File: src/shared/irq_flag_pkg.sv
package irq_flag_pkg;

  // Register bus geometry.
  localparam int ADDR_W = 3;
  localparam int DATA_W = 8;
  localparam int PC_W   = 13;

  // Register offsets.
  localparam logic [ADDR_W-1:0] ADDR_IRQ_CTRL    = 3'h0;
  localparam logic [ADDR_W-1:0] ADDR_OPTION      = 3'h1;
  localparam logic [ADDR_W-1:0] ADDR_PERIPH_FLAG = 3'h2;
  localparam logic [ADDR_W-1:0] ADDR_PERIPH_EN   = 3'h3;
  localparam logic [ADDR_W-1:0] ADDR_CORE_STATE  = 3'h4;

  // Field positions in irq_control_reg.
  localparam int CTRL_GLOBAL_BIT      = 7;
  localparam int CTRL_PERIPH_EN_BIT   = 6;
  localparam int CTRL_TIMER_EN_BIT    = 5;
  localparam int CTRL_EXT_EN_BIT      = 4;
  localparam int CTRL_PORT_EN_BIT     = 3;
  localparam int CTRL_TIMER_FLAG_BIT  = 2;
  localparam int CTRL_EXT_FLAG_BIT    = 1;
  localparam int CTRL_PORT_FLAG_BIT   = 0;

  // Field position in the option register.
  localparam int OPT_EDGE_BIT = 6;

  // Peripheral flag positions, same layout in the enable register.
  localparam int PF_PARALLEL_BIT = 7;
  localparam int PF_RECEIVE_BIT  = 6;
  localparam int PF_TRANSMIT_BIT = 5;
  localparam int PF_SYNC_BIT     = 4;
  localparam int PF_CAPT1_BIT    = 3;
  localparam int PF_TMR2_BIT     = 2;
  localparam int PF_TMR1_BIT     = 1;
  localparam int PF_CAPT2_BIT    = 0;

  // Core state register fields.
  localparam int CS_SLEEP_BIT = 0;

  // Values after reset.
  localparam logic [DATA_W-1:0] CTRL_RESET   = 8'h00;
  localparam logic [DATA_W-1:0] OPTION_RESET = 8'h00;
  localparam logic [DATA_W-1:0] PERIPH_RESET = 8'h00;

  // Timer wrap detection and vector.
  localparam logic [7:0]      TIMER_MAX   = 8'hff;
  localparam logic [7:0]      TIMER_ZERO  = 8'h00;
  localparam logic [PC_W-1:0] VECTOR_ADDR = 13'h0004;

  typedef enum logic {MODE_RUN, MODE_SLEEP} core_mode_e;

endpackage

File: src/core_irq_flags.sv
`timescale 1ns/1ps
module core_irq_flags
  import irq_flag_pkg::*;
#(
  parameter logic [DATA_W-1:0] PERIPH_PRESENT = 8'hff,
  parameter bit                EARLY_VARIANT  = 1'b0
) (
  // Clock and reset.
  input  wire logic              clk,
  input  wire logic              rst_n,
  // Register port.
  input  wire logic [ADDR_W-1:0] addr,
  input  wire logic [DATA_W-1:0] wdata,
  input  wire logic              wr,
  input  wire logic              rd,
  output logic      [DATA_W-1:0] rdata,
  // Pins.
  input  wire logic              ext_irq_pin,
  input  wire logic [3:0]        second_gp_port,
  // Core side events.
  input  wire logic [7:0]        timer_zero_count,
  input  wire logic              port_read,
  input  wire logic [DATA_W-1:0] periph_event,
  input  wire logic              sleep_enter,
  input  wire logic              irq_ack,
  input  wire logic              return_from_irq_op,
  input  wire logic [PC_W-1:0]   return_pc,
  // Core side requests.
  output logic                   irq_request,
  output logic                   wake_up,
  output logic                   wake_to_vector,
  output logic                   stack_push,
  output logic      [PC_W-1:0]   stack_push_pc,
  output logic                   pc_load,
  output logic      [PC_W-1:0]   pc_load_value,
  output logic                   stack_pop,
  output logic                   global_irq_enable,
  output logic                   edge_polarity_select,
  output logic                   sleeping
);

  typedef struct packed {
    logic [DATA_W-1:0] ctrl;
    logic [DATA_W-1:0] option;
    logic [DATA_W-1:0] pflag;
    logic [DATA_W-1:0] pen;
    logic              pin_prev;
    logic [3:0]        port_prev;
    logic [3:0]        port_latch;
    logic [7:0]        timer_prev;
    core_mode_e        mode;
    logic [3:0]        sleep_arm;
    logic [DATA_W-1:0] rdata;
    logic              irq_request;
    logic              wake_up;
    logic              wake_to_vector;
    logic              stack_push;
    logic [PC_W-1:0]   stack_push_pc;
    logic              pc_load;
    logic [PC_W-1:0]   pc_load_value;
    logic              stack_pop;
  } state_s;

  state_s st_r;
  state_s st_nxt;

  logic       pin_s;
  logic [3:0] port_s;

  initial begin
    if (PC_W < 4) begin
      $error("Program counter too narrow for the vector.");
    end
    if (ADDR_W < 3) begin
      $error("Address too narrow for the core state register.");
    end
    if (DATA_W != 8) begin
      $error("Register width must be eight bits.");
    end
    if (CTRL_GLOBAL_BIT >= DATA_W) begin
      $error("Global enable lies outside the control register.");
    end
    if (OPT_EDGE_BIT >= DATA_W) begin
      $error("Polarity select lies outside the option register.");
    end
    if (PF_PARALLEL_BIT >= DATA_W) begin
      $error("Peripheral flag lies outside its register.");
    end
    if (CS_SLEEP_BIT >= DATA_W) begin
      $error("Sleep bit lies outside the core state register.");
    end
  end

  // Pins reach the detectors only after two flops.
  pin_sync #(.W(1)) u_pin_sync (
    .clk   (clk),
    .rst_n (rst_n),
    .d     (ext_irq_pin),
    .q     (pin_s)
  );

  pin_sync #(.W(4)) u_port_sync (
    .clk   (clk),
    .rst_n (rst_n),
    .d     (second_gp_port),
    .q     (port_s)
  );

  function automatic logic any_pending(input logic [DATA_W-1:0] c,
                                       input logic [DATA_W-1:0] pf,
                                       input logic [DATA_W-1:0] pe,
                                       input logic [3:0]        arm);
    logic ext_p;
    logic tmr_p;
    logic prt_p;
    logic per_p;
    ext_p = c[CTRL_EXT_FLAG_BIT] & c[CTRL_EXT_EN_BIT] & arm[0];
    tmr_p = c[CTRL_TIMER_FLAG_BIT] & c[CTRL_TIMER_EN_BIT] & arm[1];
    prt_p = c[CTRL_PORT_FLAG_BIT] & c[CTRL_PORT_EN_BIT] & arm[2];
    per_p = c[CTRL_PERIPH_EN_BIT] & arm[3] & (|(pf & pe));
    return ext_p | tmr_p | prt_p | per_p;
  endfunction

  // Unmapped offsets read as zero rather than aliasing a register.
  function automatic logic [DATA_W-1:0] reg_read(
      input logic [ADDR_W-1:0] a,
      input state_s            s);
    logic [DATA_W-1:0] v;
    v = '0;
    case (a)
      ADDR_IRQ_CTRL: begin
        v = s.ctrl;
      end
      ADDR_OPTION: begin
        v = s.option;
      end
      ADDR_PERIPH_FLAG: begin
        v = s.pflag;
      end
      ADDR_PERIPH_EN: begin
        v = s.pen;
      end
      ADDR_CORE_STATE: begin
        v[CS_SLEEP_BIT] = (s.mode == MODE_SLEEP);
      end
      default: begin
        v = '0;
      end
    endcase
    return v;
  endfunction

  always_comb begin
    logic              edge_hit;
    logic              wrap_hit;
    logic              change_hit;
    logic [DATA_W-1:0] pf_set;
    logic [3:0]        cur_en;
    edge_hit   = 1'b0;
    wrap_hit   = 1'b0;
    change_hit = 1'b0;
    pf_set     = '0;
    cur_en     = '0;
    st_nxt     = st_r;

    // Edge polarity picks which transition counts.
    if (st_r.option[OPT_EDGE_BIT]) begin
      edge_hit = pin_s & ~st_r.pin_prev;
    end else begin
      edge_hit = ~pin_s & st_r.pin_prev;
    end
    st_nxt.pin_prev = pin_s;

    wrap_hit = (st_r.timer_prev == TIMER_MAX) &&
               (timer_zero_count == TIMER_ZERO);
    st_nxt.timer_prev = timer_zero_count;

    // A mismatch against the read latch raises the flag every cycle it persists, except a read
    // cycle that sees the port change with EARLY_VARIANT set, so clearing the flag alone does not silence it.
    change_hit = (port_s != st_r.port_latch);
    if (port_read) begin
      st_nxt.port_latch = port_s;
      if (EARLY_VARIANT && (port_s != st_r.port_prev)) begin
        change_hit = 1'b0;
      end
    end
    st_nxt.port_prev = port_s;

    // Software writes first, so a hardware set in the same cycle wins.
    if (wr) begin
      case (addr)
        ADDR_IRQ_CTRL:    st_nxt.ctrl   = wdata;
        ADDR_OPTION:      st_nxt.option = wdata;
        ADDR_PERIPH_FLAG: st_nxt.pflag  = wdata & PERIPH_PRESENT;
        ADDR_PERIPH_EN:   st_nxt.pen    = wdata & PERIPH_PRESENT;
        default:          st_nxt.ctrl   = st_nxt.ctrl;
      endcase
    end

    // Flags set regardless of any enable.
    if (edge_hit) begin
      st_nxt.ctrl[CTRL_EXT_FLAG_BIT] = 1'b1;
    end
    if (wrap_hit) begin
      st_nxt.ctrl[CTRL_TIMER_FLAG_BIT] = 1'b1;
    end
    if (change_hit) begin
      st_nxt.ctrl[CTRL_PORT_FLAG_BIT] = 1'b1;
    end
    pf_set = periph_event & PERIPH_PRESENT;
    st_nxt.pflag = st_nxt.pflag | pf_set;

    // Entry and return own the global bit over a software write.
    st_nxt.stack_push = 1'b0;
    st_nxt.pc_load    = 1'b0;
    st_nxt.stack_pop  = 1'b0;
    if (irq_ack) begin
      st_nxt.ctrl[CTRL_GLOBAL_BIT] = 1'b0;
      st_nxt.stack_push    = 1'b1;
      st_nxt.stack_push_pc = return_pc;
      st_nxt.pc_load       = 1'b1;
      st_nxt.pc_load_value = VECTOR_ADDR;
    end else if (return_from_irq_op) begin
      st_nxt.ctrl[CTRL_GLOBAL_BIT] = 1'b1;
      st_nxt.stack_pop = 1'b1;
    end

    // Enables seen at sleep entry arm the wake sources.
    cur_en = {st_r.ctrl[CTRL_PERIPH_EN_BIT], st_r.ctrl[CTRL_PORT_EN_BIT],
              st_r.ctrl[CTRL_TIMER_EN_BIT], st_r.ctrl[CTRL_EXT_EN_BIT]};
    st_nxt.wake_up        = 1'b0;
    st_nxt.wake_to_vector = 1'b0;
    case (st_r.mode)
      MODE_RUN: begin
        if (sleep_enter) begin
          st_nxt.mode      = MODE_SLEEP;
          st_nxt.sleep_arm = cur_en;
        end
      end
      MODE_SLEEP: begin
        if (any_pending(st_r.ctrl, st_r.pflag, st_r.pen,
                        st_r.sleep_arm)) begin
          st_nxt.mode           = MODE_RUN;
          st_nxt.wake_up        = 1'b1;
          st_nxt.wake_to_vector = st_r.ctrl[CTRL_GLOBAL_BIT];
        end
      end
      default: st_nxt.mode = MODE_RUN;
    endcase

    st_nxt.irq_request = st_nxt.ctrl[CTRL_GLOBAL_BIT] &&
                         (st_nxt.mode == MODE_RUN) &&
                         any_pending(st_nxt.ctrl, st_nxt.pflag,
                                     st_nxt.pen, 4'hf);

    // Read data stand for exactly one cycle after the strobe.
    // Returning to zero keeps a stale value from looking like a fresh read.
    st_nxt.rdata = '0;
    if (rd) begin
      st_nxt.rdata = reg_read(addr, st_r);
    end
  end

  always_ff @(posedge clk or negedge rst_n) begin
    if (!rst_n) begin
      st_r        <= '0;
      st_r.ctrl   <= CTRL_RESET;
      st_r.option <= OPTION_RESET;
      st_r.pflag  <= PERIPH_RESET;
      st_r.pen    <= PERIPH_RESET;
      st_r.mode   <= MODE_RUN;
    end else begin
      st_r <= st_nxt;
    end
  end

  assign rdata                = st_r.rdata;
  assign irq_request          = st_r.irq_request;
  assign wake_up              = st_r.wake_up;
  assign wake_to_vector       = st_r.wake_to_vector;
  assign stack_push           = st_r.stack_push;
  assign stack_push_pc        = st_r.stack_push_pc;
  assign pc_load              = st_r.pc_load;
  assign pc_load_value        = st_r.pc_load_value;
  assign stack_pop            = st_r.stack_pop;
  assign global_irq_enable    = st_r.ctrl[CTRL_GLOBAL_BIT];
  assign edge_polarity_select = st_r.option[OPT_EDGE_BIT];
  assign sleeping             = (st_r.mode == MODE_SLEEP);

endmodule

File: src/pin_sync.sv
`timescale 1ns/1ps
module pin_sync
  import irq_flag_pkg::*;
#(
  parameter int W = 1
) (
  // Clock and reset.
  input  wire logic         clk,
  input  wire logic         rst_n,
  // Asynchronous level in, synchronised level out.
  input  wire logic [W-1:0] d,
  output logic      [W-1:0] q
);

  typedef struct packed {
    logic [W-1:0] s1;
    logic [W-1:0] s2;
  } sync_s;

  sync_s st_r;
  sync_s st_nxt;

  initial begin
    if (W < 1) begin
      $error("pin_sync needs W of at least one.");
    end
  end

  // The first stage feeds only the second stage.
  always_comb begin
    st_nxt    = st_r;
    st_nxt.s1 = d;
    st_nxt.s2 = st_r.s1;
  end

  always_ff @(posedge clk or negedge rst_n) begin
    if (!rst_n) begin
      st_r <= '0;
    end else begin
      st_r <= st_nxt;
    end
  end

  assign q = st_r.s2;

endmodule

File: config.mk
export PLATFORM = sky130hd
export DESIGN_NAME = core_irq_flags
export DESIGN_NICKNAME = d
export VERILOG_FILES = /design/src/shared/irq_flag_pkg.sv /design/src/core_irq_flags.sv /design/src/pin_sync.sv
export SDC_FILE = /design/constraint.sdc
export NUM_CORES = 1
export LEC_CHECK = 0
export ABC_AREA = 1
export ABC_CLOCK_PERIOD_IN_PS = 1600
export BUFFER_PORTS_ARGS = -buffer_cell sky130_fd_sc_hd__buf_2
export CORE_MARGIN = 2
export CORE_UTILIZATION = 50
export CTS_CLUSTER_SIZE = 12
export DETAILED_ROUTE_END_ITERATION = 8
export GPL_TIMING_DRIVEN = 0
export PLACE_DENSITY = 0.87
export SKIP_CTS_REPAIR_TIMING = 1
export SLEW_MARGIN = 30
export SYNTH_ARGS = -nofsm -noshare
export SYNTH_HDL_FRONTEND = slang
export SYNTH_SLANG_ARGS = --single-unit
export TNS_END_PERCENT = 20
File: constraint.sdc
create_clock -name clk -period 1.6 [get_ports clk]
set_input_delay 0.48 -clock clk [delete_from_list [all_inputs] [get_ports clk]]
set_output_delay 0.48 -clock clk [all_outputs]
set_load 0.02 [all_outputs]
### Yosys cells after proc, flatten, opt, wreduce, memory -nomap -nowiden

Index checks and enable logic that the tools add are counted.

* register bits after elaboration: 88

* equal/unequal tests: 6
* mux-type cells: 22
* bitwise operators: 27
* reductions and logical operators: 9

Operators with widths (count)
* 2-to-1 mux 8 bit: 5
* 2-to-1 mux 32 bit: 1
* 2-to-1 mux 28 bit: 1
* one-hot mux 7 bit (4 select lines): 1
* bitwise AND 8 bit: 2
* OR reduction 8 bit: 2
* bitwise AND 1 bit: 14
* 2-to-1 mux 1 bit: 9
* == test 8 bit (second input constant): 1
* logical NOT 8 bit: 1
* bitwise OR 8 bit: 1
* == test 3 x 2 -> 1 bit (second input constant): 2
* bitwise OR 1 bit: 6
* 2-to-1 mux 5 bit: 1
* one-hot mux 1 bit (5 select lines): 1
* 2-to-1 mux 2 bit: 2
* != test 4 bit: 1
* NOT 1 bit: 4
* AND reduction 2 bit: 2
* == test 3 x 1 -> 1 bit (second input constant): 1
* == test 3 bit (second input constant): 1
* logical AND 1 bit: 3
* logical NOT 3 bit: 1
* one-hot mux 1 bit (2 select lines): 1

### Longest topological paths before layout

Gate-level depths: netlist of run 1.

* depth after elaboration: 10
* gate-level depth with buffers: 12

### By module

A second synthesis of run 1 with hierarchy kept.

* cell total of the unflattened synthesis: 414
* area, all modules: 3797.4 sq um

By module, submodules not included
* core_irq_flags: times used 1, cells each 404, area an instance 3547.2 sq um, seq. area each 1926.8 sq um
* pin_sync at u_port_sync: times used 1, cells each 8, area an instance 200.2 sq um, seq. area each 200.2 sq um
* pin_sync at u_pin_sync: times used 1, cells each 2, area an instance 50.0 sq um, seq. area each 50.0 sq um

### Worst setup path after synthesis of run 1

OpenSTA, ideal clock, no wires.

* path type: input -> register
* from: input port addr[1]
* to: register st_r, in the netlist irq_request
* library setup time: 0.120 ns
* arrival time: 1.395 ns
* required time: 1.480 ns
* slack: 0.085 ns
* stages: 9
* cells stage by stage: nor2_1 nand2_2 nor2_2 buf_2 o21ai_0 o21ai_0 inv_1 nand3_1 a21oi_2

RTL lines
* start, declared: line core_irq_flags.sv:12 `input wire logic [ADDR_W-1:0] addr,`
* end signal, assigned: line core_irq_flags.sv:273 `st_r <= st_nxt;`
* end, declared: line core_irq_flags.sv:64 `state_s st_r;`

==> run_results.csv, run 1 <==
group,metric,value,unit
setup_path,crit_buf_inv,2,
detailed_routing,dr.pass1.iters,4,
pwr,pwr-share-clk,0.341,
pwr,ir_drop,0.7820,mV
worst_hold_path,min_path_type,"in2async",
setup_path,critPathLaunchType,"primary input",
floorplan,rows,31,
setup_path,r2r_cells,10,
synth,syn_inst,413,
pwr,p_sw,1.387,mW
synth,syn_area,0.003771,sq mm
finish,final_common_cell,"nand2_1",
finish,multi_input_area,0.001209,sq mm
global_route,grt_pass1_vias,3134,
global_route,antenna_found_initial,0,
pwr,seq_power_share,0.493,
detailed_routing,via_count,3192,
pwr,p_comb_frac,0.165,
clocking,path_clk_slew,90,ps
setup_path,required,1840,ps
setup_path,path_max_fanout,10,
synth,postSynthAreaPerCell,9.131,sq um
clocking,clockBufferDepth,2,
setup_path,path_class,"in2reg",
setup_path,cp.depth,13,
place,gp_congestion,0.9151,
timing,setup_slack,38.25,ps
timing,min_period,1562,ps
setup_path,critPathTopFamily,"simple AND/OR/NAND/NOR gates",
finish,syn2layout_area_growth,24.42,%
finish,final_cell_mix,"nand2_1 (131), dfrtp_1 (87), buf_2 (82)",
clocking,cts_buffers,9,
clocking,cts_max_level,3,
timing,setup_viol,0,
global_route,grt_usage,0.2202,
finish,fin_nets,579,
finish,regArea,0.002177,sq mm
pwr,p_sw_frac,0.2731,
setup_path,crit_path_frequent_cell,"nand2_1",
setup_path,cp_slowest_cell,"nor2_4",
setup_path,endpoint_kind,"flop",
clocking,clock_latency,350,ps
floorplan,initial_utilization,0.5172,
detailed_routing,drc,0,
clocking,clock-sinks,87,
synth,synth.ff_latch_count,87,
synth,yosysWarnings,0,
floorplan,dieWidth,90.85,um
global_route,overflow,0,
run,cap_violations,0,
detailed_routing,wl_per_cell,14.03,um
floorplan,fp.dieArea,0.008253,sq mm
timing,fmax,0.6403,GHz
floorplan,die_h,90.85,um
timing,tns,0,ps
finish,diodes,0,
timing,fin_worst_skew,15.13,ps
clocking,clockRootBuffer,"clkbuf_8",
setup_path,cp.arrival,1800,ps
pwr,p_int,3.693,mW
clocking,cts_tree,"done",
detailed_routing,routed_wl,8842,um
synth,ys_types,30,
setup_path,critPathMaxStageDelay,180,ps
floorplan,coreArea,0.007292,sq mm
pwr,p_per_area,1083,mW/mm^2
global_route,grt_pass1_wl,14390,um
setup_path,path_cells,"clkbuf_4 > nand2_2 > nor2_4 > nand2_4 > buf_6 > nand2_1 > o21ai_1 > nand2_1 > nand2_1 > nor2_2 > nand2_1 > nand2_1 > a21oi_2",
global_route,grt_start_max_net_pins,53,
place,portBuffers,83,
synth,seq_area_frac_synth,0.5773,
timing,rsz0062_at_grt,"yes",
floorplan,ios,96,
pwr,power_leakage,2.534,nW
timing,finalMaxSlewViolations,0,
place,hpwl,6511,um
place,post-place-ws,-407.8,ps
detailed_routing,viasPerCell,5.067,
detailed_routing,ant_nets,0,
timing,timing.final.hold_violations,0,
finish,drive_gt1_frac,0.3107,
timing,fin_crit_sh,0.9761,
status,outcome,"finished, final reports clean",
detailed_routing,dr.first_iter.drc_count,359,
finish,nFillCells,611,
-- area by class of cell --
type	instances	area share
Inverter	40	0.03280
Tap cell	99	0.02640
Buffer	41	0.06373
Sequential cell	87	0.4640
Clock inverter	4	0.01653
Clock buffer	12	0.03307
Timing Repair Buffer	90	0.1059
Multi-Input combinational cell	257	0.2576
-- stage by stage --
step / hold slack [ps] / total power, mW / util / std cells / instance area (sq um)
floorplan: 184.4 / 3.036 / - / 424 / 3812
global placement: 331.8 / 3.303 / 0.5968 / 606 / 4352
detailed placement: 336.3 / 3.356 / 0.6014 / 607 / 4385
CTS: 23.19 / 5.080 / 0.6333 / 623 / 4618
global route: 24.84 / 5.328 / 0.6434 / 630 / 4692
finish: 5.417 / 5.080 / 0.6434 / 630 / 4692
-- registers in the layout, indices dropped and copies added (netlist names) --
signal,cells
rdata,8
sleeping,1
edge_polarity_select,1
global_irq_enable,1
u_pin_sync.q,1
wake_to_vector,1
irq_request,1
u_port_sync.q,4
u_pin_sync.st_nxt,1
pc_load,1
st_r,47
stack_pop,1
pc_load_value,1
wake_up,1
u_port_sync.st_nxt,4
stack_push_pc,13
-- path summary, 6_finish.rpt --
| check | to | start | slack (ps) |
|---|---|---|---|
| setup reg to reg | irq_request | edge_polarity_select | 210 |
| hold reg to reg | u_port_sync.q[2] | u_port_sync.st_nxt[2] | 350 |
| min in group clk | u_port_sync.st_nxt[1] | second_gp_port[1] | 240 |
| max in group asynchronous | u_pin_sync.st_nxt[0] | rst_n | 1030 |
| setup / recovery | irq_request | addr[0] | 40 |
| hold / removal | rdata[0] | rst_n | 5 |
-- power groups by stage --
| stage | registers [mW] | clock network [mW] | logic (mW) |
|---|---|---|---|
| 3_5_place_dp | 2.54 | 0 | 0.812 |
| 5_1_grt | 2.53 | 1.87 | 0.935 |
| 6_report | 2.51 | 1.73 | 0.840 |
| 2_1_floorplan | 2.53 | 0 | 0.511 |
| 4_1_cts | 2.50 | 1.76 | 0.818 |
| 3_3_place_gp | 2.53 | 0 | 0.775 |
-- metal layers --
layer / GRT usage / vias to the layer above / wire, um
met5: 0 / - / 0
met4: 0.1023 / 0 / 240
met3: 0.05259 / 22 / 713
met2: 0.3738 / 151 / 4550
met1: 0.2659 / 1510 / 3338
li1: - / 1509 / -
-- synthesized netlist by cell type (all sizes together) --
cell / n / area [sq um]
nand2: 134 / 515.5
o22ai: 1 / 6.260
nand3: 13 / 70.07
or2: 4 / 25.02
clkinv: 1 / 3.750
conb: 1 / 3.750
a22oi: 2 / 15.01
a221oi: 6 / 52.55
buf: 38 / 284.0
nor2: 21 / 96.34
nand3b: 3 / 22.52
a21oi: 3 / 18.77
o211ai: 1 / 7.510
nand4: 15 / 93.84
a31oi: 4 / 25.02
inv: 39 / 146.4
o21ai: 37 / 196.4
clkbuf: 3 / 11.26
dfrtp: 87 / 2177
-- cell families (layout without fill, tap and decap cells) --
kind of cell	after synthesis	after routing	share of synthesized area
AOI/OAI and AO/OA	54	54	0.08527
buffers and inverters	81	187	0.1181
DFF	87	87	0.5773
other	1	12	0.0009944
and+or+nand+nor	190	191	0.2183
-- worst register-to-register path, delay by kind of cell, from the launching register on --
kind,cells,cell delay [ps]
flip-flops,1,420
AND/OR/NAND/NOR,6,430
buffers and inverters,1,110
AO/OA/AOI/OAI,3,330
Note: power is estimated with default switching activity, not from simulation.
==> run 2, diff against run 1 <==
--- a/config.mk
+++ b/config.mk
@@ -6,10 +6,10 @@
 export NUM_CORES = 1
 export LEC_CHECK = 0
 export ABC_AREA = 1
-export ABC_CLOCK_PERIOD_IN_PS = 1600
+export ABC_CLOCK_PERIOD_IN_PS = 1300
 export BUFFER_PORTS_ARGS = -buffer_cell sky130_fd_sc_hd__buf_2
 export CORE_MARGIN = 2
-export CORE_UTILIZATION = 50
+export CORE_UTILIZATION = 48
 export CTS_CLUSTER_SIZE = 12
 export DETAILED_ROUTE_END_ITERATION = 8
 export GPL_TIMING_DRIVEN = 0
==> constraint.sdc (replaced) <==
create_clock -name clk -period 1.3 [get_ports clk]
set_input_delay 0.39 -clock clk [delete_from_list [all_inputs] [get_ports clk]]
set_output_delay 0.39 -clock clk [all_outputs]
set_load 0.02 [all_outputs]
==> run 2 against run 1 <==
  * The run now ends with setup timing left
  * Final cell count up 0.16%
  * Via count fell by 1.5%
  * Total power is 35% higher
  * Flip-flop and latch count is the same
  * Die area increased by 4.0%
  * Setup slack worse by 130 ps
  * Cell area rose by 6.2%
  * Clock skew is 3.2 ps higher
  * Global-route usage shrank 1.4 points
  * Core utilization is 0.45 points higher
  * First-iteration DRC count decreased by 32%
  * Critical endpoint unchanged
  * Largest cell class unchanged
==> run_results.csv, run 2 (synthesis results as in run 1) <==
group,metric,value,unit
floorplan,fp.dieArea,0.008581,sq mm
setup_path,critPathLaunchType,"primary input",
finish,fin_nets,577,
floorplan,coreArea,0.007687,sq mm
finish,syn2layout_area_growth,32.08,%
detailed_routing,routed_wl,8851,um
detailed_routing,wl_per_cell,14.03,um
clocking,clockRootBuffer,"clkbuf_8",
setup_path,path_class,"in2reg",
timing,setup_slack,-96.08,ps
pwr,p_per_area,1376,mW/mm^2
setup_path,startpoint,"addr[0]",
floorplan,initial_utilization,0.4906,
floorplan,ios,96,
detailed_routing,dr.pass1.iters,5,
setup_path,cp.arrival,1640,ps
clocking,cts_max_level,3,
clocking,cts_tree,"done",
finish,top_register,"st_r",
status,outcome,"finished with violations",
setup_path,critPathMaxStageDelay,200,ps
place,gp_congestion,0.9333,
setup_path,rr_startpoint,"u_port_sync.q[2]",
pwr,power_leakage,2.624,nW
timing,fmax,0.7163,GHz
setup_path,r2r_end,"irq_request",
finish,final_cell_mix,"nand2_1 (130), dfrtp_1 (86), buf_2 (57)",
setup_path,cp_slowest_cell,"nor2_4",
finish,final_common_cell,"nand2_1",
setup_path,reg2reg_slack,-10,ps
detailed_routing,via_count,3143,
timing,rsz0062_at_grt,"yes",
clocking,cts_buffers,9,
setup_path,crit_path_frequent_cell,"nand2_1",
timing,tns,-730.3,ps
global_route,overflow,0,
clocking,clockBufferDepth,2,
pwr,ir_drop,0.8183,mV
timing,setup_viol,16,
detailed_routing,ant_nets,0,
clocking,path_clk_slew,80,ps
floorplan,dieWidth,92.64,um
clocking,clock-sinks,87,
setup_path,cp-endpoint,"irq_request",
detailed_routing,drc,0,
timing,fin_crit_sh,1.074,
finish,diodes,0,
timing,fin_worst_skew,18.33,ps
timing,min_period,1396,ps
place,hpwl,6164,um
detailed_routing,viasPerCell,4.981,
global_route,grt_pass1_wl,13640,um
global_route,grt_usage,0.2064,
setup_path,r2r_cells,6,
timing,timing.final.hold_violations,0,
finish,largest_register_ffs,47,
setup_path,required,1540,ps
finish,drive_gt1_frac,0.3214,
status,violations,"setup timing",
setup_path,path_cells,"buf_6 > nand2_2 > nor2_4 > nand2_4 > buf_8 > nand2_1 > o21ai_1 > nand2_1 > nand2_1 > nor2_2 > nand2_1 > nand2_1 > a21oi_2",
place,portBuffers,83,
global_route,grt_pass1_vias,2971,
global_route,antenna_found_initial,0,
global_route,grt_start_max_net_pins,63,
floorplan,die_h,92.64,um
floorplan,rows,32,
finish,nFillCells,618,
worst_hold_path,min_path_type,"in2reg",
setup_path,endpoint_kind,"flop",
timing,finalMaxSlewViolations,0,
run,cap_violations,0,
setup_path,path_max_fanout,6,
timing,whs,143.0,ps
detailed_routing,dr.first_iter.drc_count,245,
clocking,clock_latency,360,ps
-- run 2: critical path, delay by kind of cell --
kind | cells | cell delay, ps
AOI/OAI and AO/OA | 2 | 120
and+or+nand+nor | 9 | 870
buffers and inverters | 2 | 250
-- run 2: metal layers --
layer | wire, um | track usage
met1 | 3553 | 0.2640
met5 | 0 | 0
met2 | 4467 | 0.3358
met3 | 621 | 0.04801
met4 | 208 | 0.09436
-- run 2: area by class of cell --
| class | instances | area [sq um] | area share |
|---|---|---|---|
| flip-flops and latches | 87 | 2178 | 0.4373 |
| multi-input cells | 256 | 1229 | 0.2467 |
| repair buffers | 102 | 753.2 | 0.1512 |
| plain buffers | 28 | 247.7 | 0.04974 |
| clock inverters | 7 | 167.7 | 0.03366 |
| inverters | 40 | 153.9 | 0.03090 |
| well taps | 102 | 127.6 | 0.02562 |
| clock buffers | 9 | 123.9 | 0.02487 |
-- run 2: worst min-delay path by stage --
stage	to	from	cells past startpoint
after global routing	u_port_sync.st_nxt[3]	second_gp_port[3]	1
final	u_port_sync.st_nxt[0]	second_gp_port[0]	1
after global placement	u_port_sync.q[0]	u_port_sync.st_nxt[0]	0
after detailed placement	stack_push_pc[9]	rst_n	1
after floorplan	edge_polarity_select	rst_n	0
after CTS	stack_push_pc[9]	rst_n	1
-- run 2: report_power, final --
part	switching (mW)	internal, mW	leakage, nW
registers	0.153	2.94	1.04
logic	0.643	0.484	1.44
clock network	0.955	1.67	0.144
total	1.75	5.10	2.62
-- run 2: metrics by stage --
step                power (mW)  area (sq um)  utilization  setup slack [ps]  std cells
floorplan                3.737          3815            -            -121.1        424
global placement         4.072          4358       0.5669            -811.6        609
detailed placement       4.126          4392       0.5713            -608.6        610
CTS                      6.758          4683       0.6092            -244.4        626
global route             7.171          4981       0.6479            -136.3        631
finish                   6.851          4981       0.6479            -96.08        631
==> run 3, diff against run 2 <==
--- a/config.mk
+++ b/config.mk
@@ -12,7 +12,6 @@
 export CORE_UTILIZATION = 48
 export CTS_CLUSTER_SIZE = 12
 export DETAILED_ROUTE_END_ITERATION = 8
-export GPL_TIMING_DRIVEN = 0
 export PLACE_DENSITY = 0.87
 export SKIP_CTS_REPAIR_TIMING = 1
 export SLEW_MARGIN = 30
==> run 3 against run 2 <==
  * Fmax is 5.3% higher
  * First-iteration DRC count grew 0.41%
  * Critical path depth down 12
  * Critical path type is now reg2out
  * Via count decreased by 2.6%
  * Sequential share of layout area is 3.9 points higher
  * Wire length decreased by 3.9%
  * Critical endpoint is now sleeping
  * Die area is the same
  * Final cell count is 3.3% lower
  * The flow still finishes with violations (setup timing)
  * Non-clock buffer count is 21 lower
  * Sequential power about the same
==> run_results.csv, run 3 (synthesis results as in run 1) <==
group,metric,value,unit
status,outcome,"finished with violations",
status,violations,"setup timing",
global_route,grt_pass1_wl,13290,um
global_route,antenna_found_initial,0,
clocking,cts_max_level,3,
setup_path,critPathTopFamily,"flip-flops",
finish,fin_nets,556,
detailed_routing,routed_wl,8510,um
place,hpwl,6318,um
setup_path,cp_slowest_cell,"dfrtp_2",
floorplan,ios,96,
worst_hold_path,min_path_type,"in2reg",
timing,rsz0062_at_grt,"yes",
setup_path,crit_buf_inv,1,
global_route,grtUsageMet3,0.05126,
detailed_routing,dr.pass1.iters,5,
pwr,p_per_area,1312,mW/mm^2
setup_path,required,910,ps
clocking,cts_tree,"done",
place,portBuffers,83,
global_route,met1_usage,0.2553,
global_route,grt_start_max_net_pins,25,
finish,diodes,0,
pwr,power,6.005,mW
floorplan,dieWidth,92.64,um
pwr,power_leakage,2.406,nW
detailed_routing,dr.first_iter.drc_count,246,
finish,final_common_cell,"nand2_1",
worst_hold_path,min_to,"u_port_sync.st_nxt[3]",
floorplan,die_h,92.64,um
clocking,path_clk_slew,100,ps
timing,min_period,1326,ps
finish,layout.cells.non_filler,610,
place,placedCellCount,591,
setup_path,critPathMaxStageDelay,440,ps
floorplan,coreArea,0.007687,sq mm
detailed_routing,ant_nets,0,
global_route,grt_usage,0.2040,
floorplan,fp.dieArea,0.008581,sq mm
timing,finalMaxSlewViolations,0,
finish,final_cell_mix,"nand2_1 (129), dfrtp_1 (86), buf_2 (78)",
timing,setup_slack,-26.02,ps
floorplan,initial_utilization,0.4906,
run,cap_violations,0,
timing,timing.final.hold_violations,0,
setup_path,r2r_cells,6,
clocking,clockBufferDepth,2,
global_route,overflow,0,
detailed_routing,viasPerCell,5.020,
detailed_routing,wl_per_cell,13.95,um
clocking,clockRootBuffer,"clkbuf_8",
finish,drive_gt1_frac,0.3051,
finish,nFillCells,676,
setup_path,endpoint_kind,"output port",
setup_path,reg2reg_slack,-10,ps
setup_path,r2r_end,"irq_request",
finish,syn2layout_area_growth,21.37,%
timing,setup_viol,8,
detailed_routing,drc,0,
setup_path,cp.arrival,940,ps
global_route,use_met2,0.3212,
clocking,clock-sinks,87,
setup_path,critPathLaunchType,"flop",
setup_path,path_cells,"buf_6",
pwr,ir_drop,0.7352,mV
timing,fin_crit_sh,1.020,
worst_hold_path,min_delay_path_depth,1,
setup_path,startpoint,"sleeping",
clocking,cts_buffers,9,
global_route,top_usage_layer,"met2",
clocking,clock_latency,360,ps
setup_path,rr_startpoint,"u_port_sync.q[2]",
global_route,grt_pass1_vias,2966,
setup_path,path_max_fanout,3,
setup_path,path_class,"reg2out",
detailed_routing,via_count,3062,
timing,fin_worst_skew,17.25,ps
finish,top_register,"st_r",
floorplan,rows,32,
timing,fmax,0.7541,GHz
worst_hold_path,hp-start,"second_gp_port[3]",
place,gp_congestion,0.9715,
finish,largest_register_ffs,47,
run 3: cell types whose count changed in the layout (fill, tap and decap cells not counted), moves of 3 or more:
cell / before / now
buf_6: 34 / 5
buf_2: 57 / 78
bufinv_16: 5 / 1
buf_4: 32 / 23
inv_2: 3 / 6
run 3: routing by layer:
layer	vias up	wire (um)
met5	-	0
met2	146	4149
li1	1465	-
met4	0	331
met3	26	665
met1	1425	3364
run 3: how the worst max path moves through the flow:
stage,depth (start not counted),to,slack [ps]
after floorplan,12,irq_request,-120
after global placement,11,irq_request,-310
after detailed placement,9,irq_request,-510
after CTS,9,irq_request,-130
after global routing,9,irq_request,-90
final,1,sleeping,-30
run 3: stage by stage:
stage / hold slack (ps) / area, sq um / setup slack, ps / util / setup TNS, ps
after floorplan: 94.41 / 3815 / -121.1 / - / -147.8
after global placement: 296.9 / 4260 / -308.0 / 0.5542 / -4035
after detailed placement: 295.7 / 4260 / -512.4 / 0.5542 / -6052
after CTS: -102.3 / 4463 / -133.8 / 0.5806 / -493.1
after global routing: 129.5 / 4577 / -90.97 / 0.5954 / -716.8
final: 137.6 / 4577 / -26.02 / 0.5954 / -50.96
run 3: cell type report:
type                       instances  area [sq um]  area share
clock buffer                       9         123.9     0.02706
timing repair buffer             109         669.4      0.1463
clock inverter                     7         78.83     0.01722
inverter                          40         150.1     0.03280
multi-input combinational        256          1249      0.2728
tap                              102         127.6     0.02788
sequential                        87          2178      0.4759
run 3: power by group:
group          internal, mW  leakage [nW]  switching [mW]
Combinational         0.387          1.27           0.630
Sequential             2.94          1.04           0.145
Clock                 0.904        0.0925           0.999
